--- src/core/sst_pkg.sv ---
// Shared constants and encodings for the state event timer
package sst_pkg;
  // Input source multiplexer
  localparam int N_SRC = 8;
  localparam int SRC_W = 3;
  localparam logic [2:0] SRC_PIN0 = 3'h0;
  localparam logic [2:0] SRC_ADC_THR = 3'h4;
  localparam logic [2:0] SRC_CMP = 3'h5;
  localparam logic [2:0] SRC_CORE_EV = 3'h6;
  localparam logic [2:0] SRC_DBG_HALT = 3'h7;
  // Input/output condition select: bit 2 picks an output, bits 1:0 its index
  localparam int IO_W = 3;
  localparam int IO_OUT_BIT = 2;
  // Input/output condition
  localparam logic [1:0] COND_LOW = 2'h0;
  localparam logic [1:0] COND_RISE = 2'h1;
  localparam logic [1:0] COND_FALL = 2'h2;
  localparam logic [1:0] COND_HIGH = 2'h3;
  // How match and input/output terms combine
  localparam logic [1:0] COMB_OR = 2'h0;
  localparam logic [1:0] COMB_MATCH = 2'h1;
  localparam logic [1:0] COMB_IO = 2'h2;
  localparam logic [1:0] COMB_AND = 2'h3;
  // Count direction qualifier
  localparam logic [1:0] DIR_BOTH = 2'h0;
  localparam logic [1:0] DIR_UP = 2'h1;
  localparam logic [1:0] DIR_DOWN = 2'h2;
  // Reset values
  localparam logic [2:0] STATE_RST = 3'h0;
  localparam logic OUT_RST = 1'h0;
endpackage

--- src/core/sst_in_if.sv ---
// Conditioned timer inputs passed from the source mux to the event logic
`timescale 1ns/1ps
interface sst_in_if #(parameter int N_IN = 4);
  logic [N_IN-1:0] level;
  logic [N_IN-1:0] rise;
  logic [N_IN-1:0] fall;
  modport prod (output level, output rise, output fall);
  modport cons (input level, input rise, input fall);
endinterface

--- src/core/sst_timer_top.sv ---
// State event timer: counter, events, state variable and actions
`timescale 1ns/1ps
module sst_timer_top #(
  parameter int CNT_W = 16,
  parameter int N_EV = 8,
  parameter int N_ST = 8,
  parameter int ST_W = 3,
  parameter int N_MATCH = 4,
  parameter int MS_W = 2,
  parameter int N_IN = 4,
  parameter int N_OUT = 4,
  parameter int N_DMA = 2
) (
  // Clock and reset
  input wire logic ref_clk,
  input wire logic reset_n,
  // Input sources
  input wire logic [3:0] sw_pin,
  input wire logic adc_thr_irq,
  input wire logic cmp_out,
  input wire logic core_event_out,
  input wire logic core_debug_halt,
  input wire logic [N_IN-1:0][sst_pkg::SRC_W-1:0] timer_input_source_select,
  // Counter control
  input wire logic bidir,
  input wire logic auto_limit,
  input wire logic sw_start,
  input wire logic sw_stop,
  input wire logic sw_unhalt,
  input wire logic [N_MATCH-1:0][CNT_W-1:0] match_val,
  input wire logic [MS_W-1:0] adc_trig_sel,
  // Event configuration
  input wire logic [N_EV-1:0][N_ST-1:0] ev_state_mask,
  input wire logic [N_EV-1:0][MS_W-1:0] ev_match_sel,
  input wire logic [N_EV-1:0][sst_pkg::IO_W-1:0] ev_io_sel,
  input wire logic [N_EV-1:0][1:0] ev_io_cond,
  input wire logic [N_EV-1:0][1:0] ev_comb,
  input wire logic [N_EV-1:0][1:0] ev_dir,
  input wire logic [N_EV-1:0] ev_match_hold,
  input wire logic [N_EV-1:0] ev_load_state,
  input wire logic [N_EV-1:0][ST_W-1:0] ev_next_state,
  input wire logic [N_EV-1:0][N_OUT-1:0] ev_out_toggle,
  // Event actions
  input wire logic [N_EV-1:0] ev_limit,
  input wire logic [N_EV-1:0] ev_halt,
  input wire logic [N_EV-1:0] ev_start,
  input wire logic [N_EV-1:0] ev_stop,
  input wire logic [N_EV-1:0] ev_reverse,
  input wire logic [N_DMA-1:0][N_EV-1:0] dma_ev_mask,
  input wire logic [N_EV-1:0] ev_irq_en,
  input wire logic [N_EV-1:0] ev_flag_clr,
  // Status and outputs
  output logic [CNT_W-1:0] count,
  output logic [ST_W-1:0] state,
  output logic running,
  output logic halted,
  output logic dir_up,
  output logic [N_OUT-1:0] out_q,
  output logic [N_EV-1:0] ev_flag,
  output logic irq,
  output logic [N_DMA-1:0] dma_req,
  output logic adc_trig
);
  sst_in_if #(.N_IN(N_IN)) ins ();

  sst_timer_input_source_select #(.N_IN(N_IN)) u_mux (
    .ref_clk(ref_clk),
    .reset_n(reset_n),
    .sw_pin(sw_pin),
    .adc_thr_irq(adc_thr_irq),
    .cmp_out(cmp_out),
    .core_event_out(core_event_out),
    .core_debug_halt(core_debug_halt),
    .timer_input_source_select(timer_input_source_select),
    .ins(ins.prod)
  );

  logic [N_OUT-1:0] out_prev;
  logic [N_EV-1:0] match_lat;
  logic [N_MATCH-1:0] match_now;
  logic [N_EV-1:0] fire;
  logic [N_EV-1:0] m_term;
  logic lim;
  logic next_run, next_halt, next_dir, next_irq, next_adc;
  logic [CNT_W-1:0] next_count;
  logic [ST_W-1:0] next_state;
  logic [N_OUT-1:0] next_out;
  logic [N_EV-1:0] next_flag, next_lat;
  logic [N_DMA-1:0] next_dma;

  always_comb begin
    logic lv, rs, fl, io, dok, d;
    logic [1:0] ix;
    lv = 1'b0;
    rs = 1'b0;
    fl = 1'b0;
    io = 1'b0;
    dok = 1'b0;
    d = 1'b0;
    ix = '0;
    for (int m = 0; m < N_MATCH; m++) begin
      match_now[m] = (count == match_val[m]);
    end
    next_out = out_q;
    next_state = state;
    for (int e = N_EV - 1; e >= 0; e--) begin
      ix = ev_io_sel[e][1:0];
      if (ev_io_sel[e][sst_pkg::IO_OUT_BIT]) begin
        lv = out_q[ix];
        rs = out_q[ix] & ~out_prev[ix];
        fl = ~out_q[ix] & out_prev[ix];
      end else begin
        lv = ins.level[ix];
        rs = ins.rise[ix];
        fl = ins.fall[ix];
      end
      unique case (ev_io_cond[e])
        sst_pkg::COND_LOW: io = ~lv;
        sst_pkg::COND_RISE: io = rs;
        sst_pkg::COND_FALL: io = fl;
        sst_pkg::COND_HIGH: io = lv;
      endcase
      // Held matches count until the event fires
      m_term[e] = match_now[ev_match_sel[e]] | match_lat[e];
      unique case (ev_comb[e])
        sst_pkg::COMB_OR: io = m_term[e] | io;
        sst_pkg::COMB_MATCH: io = m_term[e];
        sst_pkg::COMB_IO: io = io;
        sst_pkg::COMB_AND: io = m_term[e] & io;
      endcase
      // Direction qualifier only matters when counting both ways
      dok = !bidir || ev_dir[e] == sst_pkg::DIR_BOTH ||
            (ev_dir[e] == sst_pkg::DIR_UP && dir_up) ||
            (ev_dir[e] == sst_pkg::DIR_DOWN && !dir_up);
      fire[e] = ev_state_mask[e][state] & io & dok;
      next_out = next_out ^ (fire[e] ? ev_out_toggle[e] : '0);
      // Lowest numbered firing event wins the state load
      if (fire[e] && ev_load_state[e]) begin
        next_state = ev_next_state[e];
      end
    end
    next_lat = (match_lat | (m_term & ev_match_hold)) & ~fire;
    lim = |(fire & ev_limit) | (auto_limit & match_now[0]);
    // Stop wins over start when both arrive together
    next_run = running;
    if (sw_start || |(fire & ev_start)) begin
      next_run = 1'b1;
    end
    if (sw_stop || |(fire & ev_stop)) begin
      next_run = 1'b0;
    end
    next_halt = (halted & ~sw_unhalt) | |(fire & ev_halt);
    d = dir_up ^ |(fire & ev_reverse);
    next_count = count;
    next_dir = d;
    // Limit and wrap never touch the state variable
    if (running && !halted) begin
      if (!bidir) begin
        next_dir = 1'b1;
        next_count = lim ? '0 : count + 1'b1;
      end else if (d) begin
        next_dir = ~lim;
        next_count = lim ? count - 1'b1 : count + 1'b1;
      end else begin
        next_dir = (count == '0);
        next_count = (count == '0) ? count + 1'b1 : count - 1'b1;
      end
    end
    // A new event beats a clear in the same cycle
    next_flag = (ev_flag & ~ev_flag_clr) | fire;
    next_irq = |(next_flag & ev_irq_en);
    for (int k = 0; k < N_DMA; k++) begin
      next_dma[k] = |(fire & dma_ev_mask[k]);
    end
    next_adc = match_now[adc_trig_sel];
  end

  always_ff @(posedge ref_clk or negedge reset_n) begin
    if (!reset_n) begin
      count <= '0;
      state <= sst_pkg::STATE_RST;
      running <= 1'b0;
      halted <= 1'b0;
      dir_up <= 1'b1;
      out_q <= {N_OUT{sst_pkg::OUT_RST}};
      out_prev <= {N_OUT{sst_pkg::OUT_RST}};
      ev_flag <= '0;
      match_lat <= '0;
      irq <= 1'b0;
      dma_req <= '0;
      adc_trig <= 1'b0;
    end else begin
      count <= next_count;
      state <= next_state;
      running <= next_run;
      halted <= next_halt;
      dir_up <= next_dir;
      out_q <= next_out;
      out_prev <= out_q;
      ev_flag <= next_flag;
      match_lat <= next_lat;
      irq <= next_irq;
      dma_req <= next_dma;
      adc_trig <= next_adc;
    end
  end

  // Events that the direction qualifier must refuse in this cycle
  logic [N_EV-1:0] dir_wrong;
  always_comb begin
    for (int e = 0; e < N_EV; e++) begin
      dir_wrong[e] = bidir && ((ev_dir[e] == sst_pkg::DIR_UP && !dir_up) ||
                     (ev_dir[e] == sst_pkg::DIR_DOWN && dir_up));
    end
  end
endmodule

--- src/core/sst_timer_input_source_select.sv ---
// Per-input source selection, synchronisation and edge detection
`timescale 1ns/1ps
module sst_timer_input_source_select #(
  parameter int N_IN = 4
) (
  // Clock and reset
  input wire logic ref_clk,
  input wire logic reset_n,
  // Raw sources
  input wire logic [3:0] sw_pin,
  input wire logic adc_thr_irq,
  input wire logic cmp_out,
  input wire logic core_event_out,
  input wire logic core_debug_halt,
  // Source select per input
  input wire logic [N_IN-1:0][sst_pkg::SRC_W-1:0] timer_input_source_select,
  // Conditioned inputs
  sst_in_if.prod ins
);
  logic [sst_pkg::N_SRC-1:0] raw;
  logic [sst_pkg::N_SRC-1:0] sync1;
  logic [sst_pkg::N_SRC-1:0] sync2;
  logic [N_IN-1:0] lvl;
  logic [N_IN-1:0] prev;
  logic [N_IN-1:0] next_lvl;

  // Same eight sources offered to every input
  assign raw = {core_debug_halt, core_event_out, cmp_out, adc_thr_irq,
                sw_pin};

  // All sources are asynchronous to ref_clk, so sync before the mux
  always_ff @(posedge ref_clk or negedge reset_n) begin
    if (!reset_n) begin
      sync1 <= '0;
      sync2 <= '0;
      lvl <= '0;
      prev <= '0;
    end else begin
      sync1 <= raw;
      sync2 <= sync1;
      lvl <= next_lvl;
      prev <= lvl;
    end
  end

  genvar i;
  generate
    for (i = 0; i < N_IN; i++) begin : g_in
      // Exactly one source routed to each input
      assign next_lvl[i] = sync2[timer_input_source_select[i]];
      assign ins.level[i] = lvl[i];
      assign ins.rise[i] = lvl[i] & ~prev[i];
      assign ins.fall[i] = ~lvl[i] & prev[i];
    end
  endgenerate
endmodule

--- config.mk ---
export PLATFORM = sky130hd
export DESIGN_NAME = sst_timer_top
export DESIGN_NICKNAME = d
export VERILOG_FILES = /design/src/core/sst_pkg.sv /design/src/core/sst_in_if.sv /design/src/core/sst_timer_top.sv /design/src/core/sst_timer_input_source_select.sv
export SDC_FILE = /design/constraint.sdc
export NUM_CORES = 1
export LEC_CHECK = 0
export ABC_AREA = 1
export BUFFER_PORTS_ARGS = -buffer_cell sky130_fd_sc_hd__buf_4
export CAP_MARGIN = 5
export CORE_AREA = 2 2 165 167
export CTS_CLUSTER_SIZE = 10
export DETAILED_ROUTE_END_ITERATION = 6
export DIE_AREA = 0 0 167 169
export GPL_TIMING_DRIVEN = 0
export HOLD_SLACK_MARGIN = 0.08
export PLACE_DENSITY_LB_ADDON = 0.1
export SYNTH_ARGS = -nofsm -noshare
export SYNTH_HDL_FRONTEND = slang
export SYNTH_HIERARCHICAL = 1
export SYNTH_SLANG_ARGS = --single-unit
--- constraint.sdc ---
create_clock -name ref_clk -period 3.6 [get_ports ref_clk]
set_clock_uncertainty 0.1 [all_clocks]
set_input_delay 0.36 -clock ref_clk [delete_from_list [all_inputs] [get_ports ref_clk]]
set_output_delay 0.36 -clock ref_clk [all_outputs]
set_load 0.05 [all_outputs]
==> results of run 1 <==
==> power by group through the flow <==
| stage | clock network [W] | registers [W] | logic (W) |
|---|---|---|---|
| 2_1_floorplan | 0 | 0.00198 | 0.00370 |
| 3_3_place_gp | 0 | 0.00136 | 0.00627 |
| 3_5_place_dp | 0 | 0.00136 | 0.00631 |
| 4_1_cts | 0.00102 | 0.00135 | 0.00634 |
| 5_1_grt | 0.00106 | 0.00142 | 0.00698 |
| 6_report | 0.00100 | 0.00138 | 0.00638 |
==> per-stage QoR <==
| stage | hold WS, ns | utilization | total power, W | instance area, um^2 |
|---|---|---|---|---|
| final | 0.1091 | 0.5119 | 0.008767 | 13570 |
| after global routing | 0.1220 | 0.5118 | 0.009454 | 13560 |
| after CTS | 0.1095 | 0.5101 | 0.008714 | 13520 |
| after detailed placement | 0.2347 | 0.4954 | 0.007675 | 13130 |
| after global placement | 0.2325 | 0.4954 | 0.007629 | 13130 |
| after floorplan | -0.03559 | - | 0.005679 | 9504 |
==> registers in the layout (all words and copies together), names as in the netlist <==
signal / count
adc_trig: 1
count: 16
dir_up: 1
dma_req: 2
ev_flag: 8
halted: 1
irq: 1
match_lat: 8
out_prev: 4
out_q: 4
running: 1
state: 3
u_mux/ins.level: 4
u_mux/prev: 4
u_mux/sync1: 8
u_mux/sync2: 8
==> critical path, cell delays in order (launching register included) <==
cell      delay (ns)
dfrtp_1         0.37
buf_4           0.21
inv_2           0.07
nand2_1         0.06
nand2_1         0.04
nor2_1          0.14
nand2_1         0.10
nor2_2          0.26
nand3_1         0.11
nand3_1         0.10
nand2_1         0.14
nand2_1         0.12
nand2_1         0.06
nand2_1         0.07
nand2_1         0.22
clkinv_4        0.21
nand2_1         0.08
nand3_2         0.10
nor2_4          0.07
buf_6           0.15
nand2_2         0.06
o21ai_0         0.08
nand2_1         0.06
nand3_1         0.06
nand2_1         0.10
nand2_1         0.05
==> cells in the mapped netlist (3+ instances only) <==
cell type	number
a21oi_1	69
inv_4	7
xor2_1	51
a22o_1	4
a32o_1	5
a22oi_1	3
clkbuf_1	17
clkinv_1	6
nand2_2	13
inv_1	210
a31oi_1	7
nand3_2	4
ha_1	3
a221oi_1	9
o211ai_1	10
a21oi_2	3
buf_4	12
nand4_1	25
o21ai_0	90
o21ai_1	7
a211oi_1	3
xnor2_1	12
buf_2	22
or2_1	3
nor2_2	8
and2_4	4
nand3b_1	4
nand3_1	181
buf_6	10
nor3_1	12
nand2_1	619
dfrtp_1	73
nor4_1	6
inv_2	16
nor2_1	178
o22ai_1	3
==> cell type report <==
cell class / count / share of cell area
Inverter: 241 / 0.06908
Timing Repair Buffer: 434 / 0.2416
Multi-Input combinational cell: 1349 / 0.4685
Buffer: 61 / 0.02831
Tap cell: 341 / 0.03145
Clock inverter: 6 / 0.006087
Sequential cell: 74 / 0.1367
Antenna cell: 9 / 0.001660
Clock buffer: 9 / 0.01660
==> worst paths after layout <==
kind	from	cells past startpoint	slack, ns	end
worst max-delay path	count[15]$_DFFE_PN0P_	25	0.26	count[3]$_DFFE_PN0P_
worst min-delay path	reset_n	1	0.11	count[3]$_DFFE_PN0P_
worst max register to register	count[15]$_DFFE_PN0P_	25	0.26	count[3]$_DFFE_PN0P_
worst min register to register	u_mux/sync1[7]$_DFF_PN0_	0	0.25	u_mux/sync2[7]$_DFF_PN0_
max in group asynchronous	reset_n	1	2.57	count[0]$_DFFE_PN0P_
min in group ref_clk	timer_input_source_select[2]	3	0.12	u_mux/ins.level[0]$_DFF_PN0_
==> timing repair <==
item                                    4_1_cts  5_1_grt
endpoints found under the setup margin        0       24
gates resized for setup                       0       20
hold endpoints to repair                      8        0
hold buffers                                  8        0
==> routing by layer <==
layer / share of wire / vias up / track usage
li1: - / 6360 / -
met1: 0.40 / 5747 / 0.3672
met2: 0.49 / 520 / 0.5199
met3: 0.080 / 92 / 0.05401
met4: 0.035 / 2 / 0.1244
met5: 0.00036 / - / 0
==> cell families after synthesis <==
family,Yosys count
AND/OR/NAND/NOR,1063
buffers and inverters,303
AO/OA/AOI/OAI,217
flip-flops,74
XOR/XNOR,66
adder cells (fa/ha/maj),3
==> flow_metrics.tcl, run 1 <==
set metrics [dict create \
    status "finished, final reports clean" \
    detail-route-antenna-nets 0 \
    antenna_found_initial 10 \
    synth_edf_count 0 \
    grt_pass1_wl_mm 64.95 \
    fmax_ghz 0.2992 \
    ios 427 \
    dr_total_vias 12720 \
    drive_above_1_share 0.2585 \
    worst_slew_pin_slew_ns 1.072 \
    fin_setup_tns_ns 0 \
    grt-ovfl-total 0 \
    muxShareOfSynthArea 0 \
    cts_sinks 74 \
    ys.flop_type "dfrtp_1" \
    worst_slack_ns 0.2580 \
    regArea_um2 1854 \
    stdcell_count 2524 \
    synthAdderAreaFrac 0.003949 \
    arrival_ns 3.48 \
    wl_per_cell_um 17.76 \
    netlist_top_cells_area "nand2_1, dfrtp_1, nand3_1" \
    cts_tree "built" \
    fp.dieW_um 167 \
    rsz0062_at_grt "no" \
    cts_root_buf "clkbuf_16" \
    peakVddDrop_v 0.0004937 \
    crit_type "reg -> reg" \
    slew_violations 0 \
    min_period_over_period 0.9283 \
    p_leak_nw 7.522 \
    synth.largest_area_cell "nand2_1" \
    clk_path_buf_depth 2 \
    synth_cell_types 49 \
    dp_slack_ns 0.07498 \
    p_seq_frac 0.157 \
    routed_wl_mm 44.83 \
    hold_viol 0 \
    yosysWarnings 6 \
    hpwl_mm 36.61 \
    final_cell_mix "nand2_1, buf_4, inv_1, nand3_1, nor2_1" \
    drv_cap 0 \
    synth-simple-area-share 0.4702 \
    period_minus_slack_ns 3.342 \
    fillCellCount 2752 \
    finalWeightedCongestion 0.9405 \
    synth_xor_area_frac 0.06319 \
    die_area_um2 28220 \
    grt_pass1_vias 11410 \
    area_delta_synth_final_pct 42.75 \
    hold_path_class "in -> async" \
    via_per_inst 5.040 \
    fin_nets 2562 \
    pwr-share-clk 0.115 \
    fp.coreArea_um2 26500 \
    firstDrtPassIters 5 \
    p_sw_w 0.004871 \
    drtIter0Drc 894 \
    seq_area_frac_synth 0.1950 \
    syn_avg_cell_area_um2 5.506 \
    end_kind "flip-flop" \
    multi_input_area_um2 6356 \
    grt_start_max_net_pins 75 \
    synthCells 1726 \
    dp_cells 2493 \
    synth-async-reset-ratio 1.000 \
    internal-power_w 0.003896 \
    rows 60 \
    mappedNetlistArea_um2 9504 \
    clk_pin_slew_ns 0.06 \
    drc 0 \
    p_per_area_nw_per_um2 646.2 \
    synth_top_area_share 0.2445 \
    swShare 0.5556 \
    required_ns 3.74 \
    port_buffers 426 \
    cts_buffers 9 \
    synth_top_family_by_area "simple AND/OR/NAND/NOR gates" \
    start_kind "flip-flop" \
    relSlewSlack 0.2854 \
    die_height_um 169 \
    path_max_fanout 10 \
    htree_levels 3 \
    setup_viol 0 \
    syn_nets 2118 \
    synth_compound_area_frac 0.1303 \
    insertion_delay_ns 0.36 \
    track_usage 0.3001 \
    combPwrFrac 0.728 \
    layout_commonest_cell "nand2_1" \
    start_util 0.3586 \
    synth_seq_cells 74 \
    post-cts-setup-buffer-count 0 \
]
No activity file was read; power rests on OpenSTA's default activity.
==> run 2, diff against run 1 <==
Settings changed: CORE_AREA 2 2 165 167 to 2 2 168 170, DIE_AREA 0 0 167 169 to 0 0 170 172, SYNTH_HIERARCHICAL 1 to default.
==> flow_metrics.tcl, run 2 <==
set metrics [dict create \
    status "finished, final reports clean" \
    synthCells 1653 \
    fin_worst_hold_slack_ns 0.09177 \
    detail-route-antenna-nets 0 \
    min_period_over_period 0.9444 \
    antenna_found_initial 4 \
    slew_violations 0 \
    arrival_ns 3.55 \
    synth_seq_cells 74 \
    grt_start_max_net_pins 75 \
    grt-ovfl-total 0 \
    cts_root_buf "clkbuf_16" \
    htree_levels 3 \
    placed_cell_area_um2 12900 \
    worst_slew_pin_slew_ns 1.113 \
    port_buffers 422 \
    yosysWarnings 0 \
    r2r_cells 20 \
    relSlewSlack 0.2581 \
    grt_pass1_wl_mm 64.18 \
    setup_viol 0 \
    synth_common_cells "nand2_1, inv_1, nor2_1" \
    total_power_w 0.008736 \
    hpwl_mm 35.70 \
    drtIter0Drc 1004 \
    ys.flop_type "dfrtp_1" \
    wl_per_cell_um 17.95 \
    rr_endpoint "out_q[3]$_DFF_PN0_" \
    insertedDiodeCount 0 \
    start_util 0.3383 \
    cts_tree "built" \
    final_cell_mix "nand2_1, buf_4, inv_1, nor2_1, o21ai_0" \
    p_per_area_nw_per_um2 653.2 \
    top_register "count" \
    peakVddDrop_v 0.0003902 \
    r2r-start "count[0]$_DFFE_PN0P_" \
    layout_commonest_cell "nand2_1" \
    synth.largest_area_cell "nand2_1" \
    drv_cap 0 \
    dr_total_vias 12390 \
    dp_slack_ns -0.03333 \
    via_per_inst 5.072 \
    die_area_um2 29240 \
    synth_cell_types 44 \
    netlist_top_cells_area "nand2_1, dfrtp_1, o21ai_0" \
    hold_path_class "in -> async" \
    required_ns 3.75 \
    clk_path_buf_depth 2 \
    insertion_delay_ns 0.36 \
    synth_edf_count 0 \
    crit_type "reg -> reg" \
    finalWeightedCongestion 0.9196 \
    fmax_ghz 0.2941 \
    postLayoutCellArea_um2 13370 \
    mappedNetlistArea_um2 9296 \
    period_minus_slack_ns 3.400 \
    critPathLaunch "count[0]$_DFFE_PN0P_" \
    p_leak_nw 7.374 \
    clk_pin_slew_ns 0.07 \
    fp.dieW_um 170 \
    grt_pass1_vias 11270 \
    path_max_fanout 9 \
    synth-async-reset-ratio 1.000 \
    hold_viol 0 \
    largest_register_ffs 16 \
    fp.coreArea_um2 27480 \
    endpoint "out_q[3]$_DFF_PN0_" \
    start_kind "flip-flop" \
    synth.most_common_cell "nand2_1" \
    synth_top_area_share 0.2108 \
    firstDrtPassIters 5 \
    die_height_um 172 \
    fin_nets 2484 \
    seq_area_frac_synth 0.1993 \
    drive_above_1_share 0.2732 \
    ios 427 \
    cts_buffers 9 \
    syn_avg_cell_area_um2 5.624 \
    syn_nets 2045 \
    track_usage 0.2886 \
    area_delta_synth_final_pct 43.86 \
    worst_slack_ns 0.2002 \
    routed_wl_mm 43.86 \
    drc 0 \
    rrSetupSlack_ns 0.20 \
    rows 61 \
    end_kind "flip-flop" \
    cts_sinks 74 \
]
## run 2: cell types whose count changed after synthesis, sizes merged, moves of 4 or more
cell	before	now
nor3	12	19
nand4	25	17
nand3	185	122
nand2	633	540
and2	5	0
xor2	53	60
o21ai	97	166
o211ai	10	26
clkinv	8	2
a221oi	9	13
a21oi	72	84
clkbuf	17	13
## run 2: cell type report
cell class                 count  area, um^2
timing repair buffer         430        3248
fill                        2922       14100
inverter                     235       898.4
buffer                        56       336.6
tap                          346       432.9
multi-input combinational   1286        6277
sequential                    74        1856
clock inverter                 7       100.1
clock buffer                   9       225.2
## run 2: logic make-up after synthesis
family,count (synthesis),share of synthesized area
XOR/XNOR,70,0.06756
adder cells (fa/ha/maj),3,0.004038
AND/OR/NAND/NOR,896,0.4073
AO/OA/AOI/OAI,317,0.1902
buffers and inverters,293,0.1316
flip-flops,74,0.1993
## run 2: power breakdown
group | switching (W) | leakage (nW) | internal [W]
clock network | 0.000433 | 0.160 | 0.000615
registers | 0.000255 | 0.890 | 0.00111
logic | 0.00417 | 6.32 | 0.00215
total | 0.00486 | 7.37 | 0.00387
## run 2: routing by layer
metal / wire (um) / global-route usage / vias to the layer above
met5: 47 / 0 / -
met4: 692 / 0.05611 / 8
met3: 3502 / 0.05928 / 55
met2: 20850 / 0.4834 / 485
met1: 18770 / 0.3868 / 5666
li1: - / - / 6177
## run 2: how the worst min path moves through the flow
stage | to | slack (ns) | start
3_3_place_gp | u_mux.sync2[6]$_DFF_PN0_ | 0.23 | u_mux.sync1[6]$_DFF_PN0_
4_1_cts | u_mux.ins.level[3]$_DFF_PN0_ | 0.08 | timer_input_source_select[11]
2_1_floorplan | adc_trig$_DFF_PN0_ | -0.04 | reset_n
5_1_grt | u_mux.ins.level[3]$_DFF_PN0_ | 0.09 | timer_input_source_select[11]
6_report | count[5]$_DFFE_PN0P_ | 0.09 | reset_n
3_5_place_dp | u_mux.sync2[2]$_DFF_PN0_ | 0.23 | u_mux.sync1[2]$_DFF_PN0_
## run 2: worst max-delay path, stage by stage (launching register included)
cell,delay [ns]
dfrtp_1,0.40
buf_2,0.24
inv_4,0.08
nand2_1,0.07
nand2_1,0.05
nor2_1,0.19
nand2_1,0.13
nor2_2,0.15
nand2_4,0.17
nand2_1,0.10
nand3_1,0.11
nand3_2,0.08
nand2_1,0.05
nand2_1,0.18
nand3_2,0.26
inv_4,0.22
nand2_1,0.08
xnor2_1,0.20
xnor2_1,0.19
nand3b_1,0.17
nand2_1,0.06
## run 2: per-stage QoR
stage	util	setup TNS (ns)	cells
final	0.4867	0	2443
after global placement	0.4694	-0.03225	2421
after global routing	0.4867	-0.006623	2443
after floorplan	-	0	1653
after detailed placement	0.4694	-0.04444	2421
after CTS	0.4846	0	2445
## run 2: repair_timing
| action | CTS | global route |
|---|---|---|
| hold buffers | 8 | 0 |
| gates resized for setup | 4 | 21 |
| gates cloned | 0 | 0 |
| endpoints found under the hold margin | 8 | 0 |
| endpoints found under the setup margin | 4 | 25 |
| setup buffers | 0 | 0 |
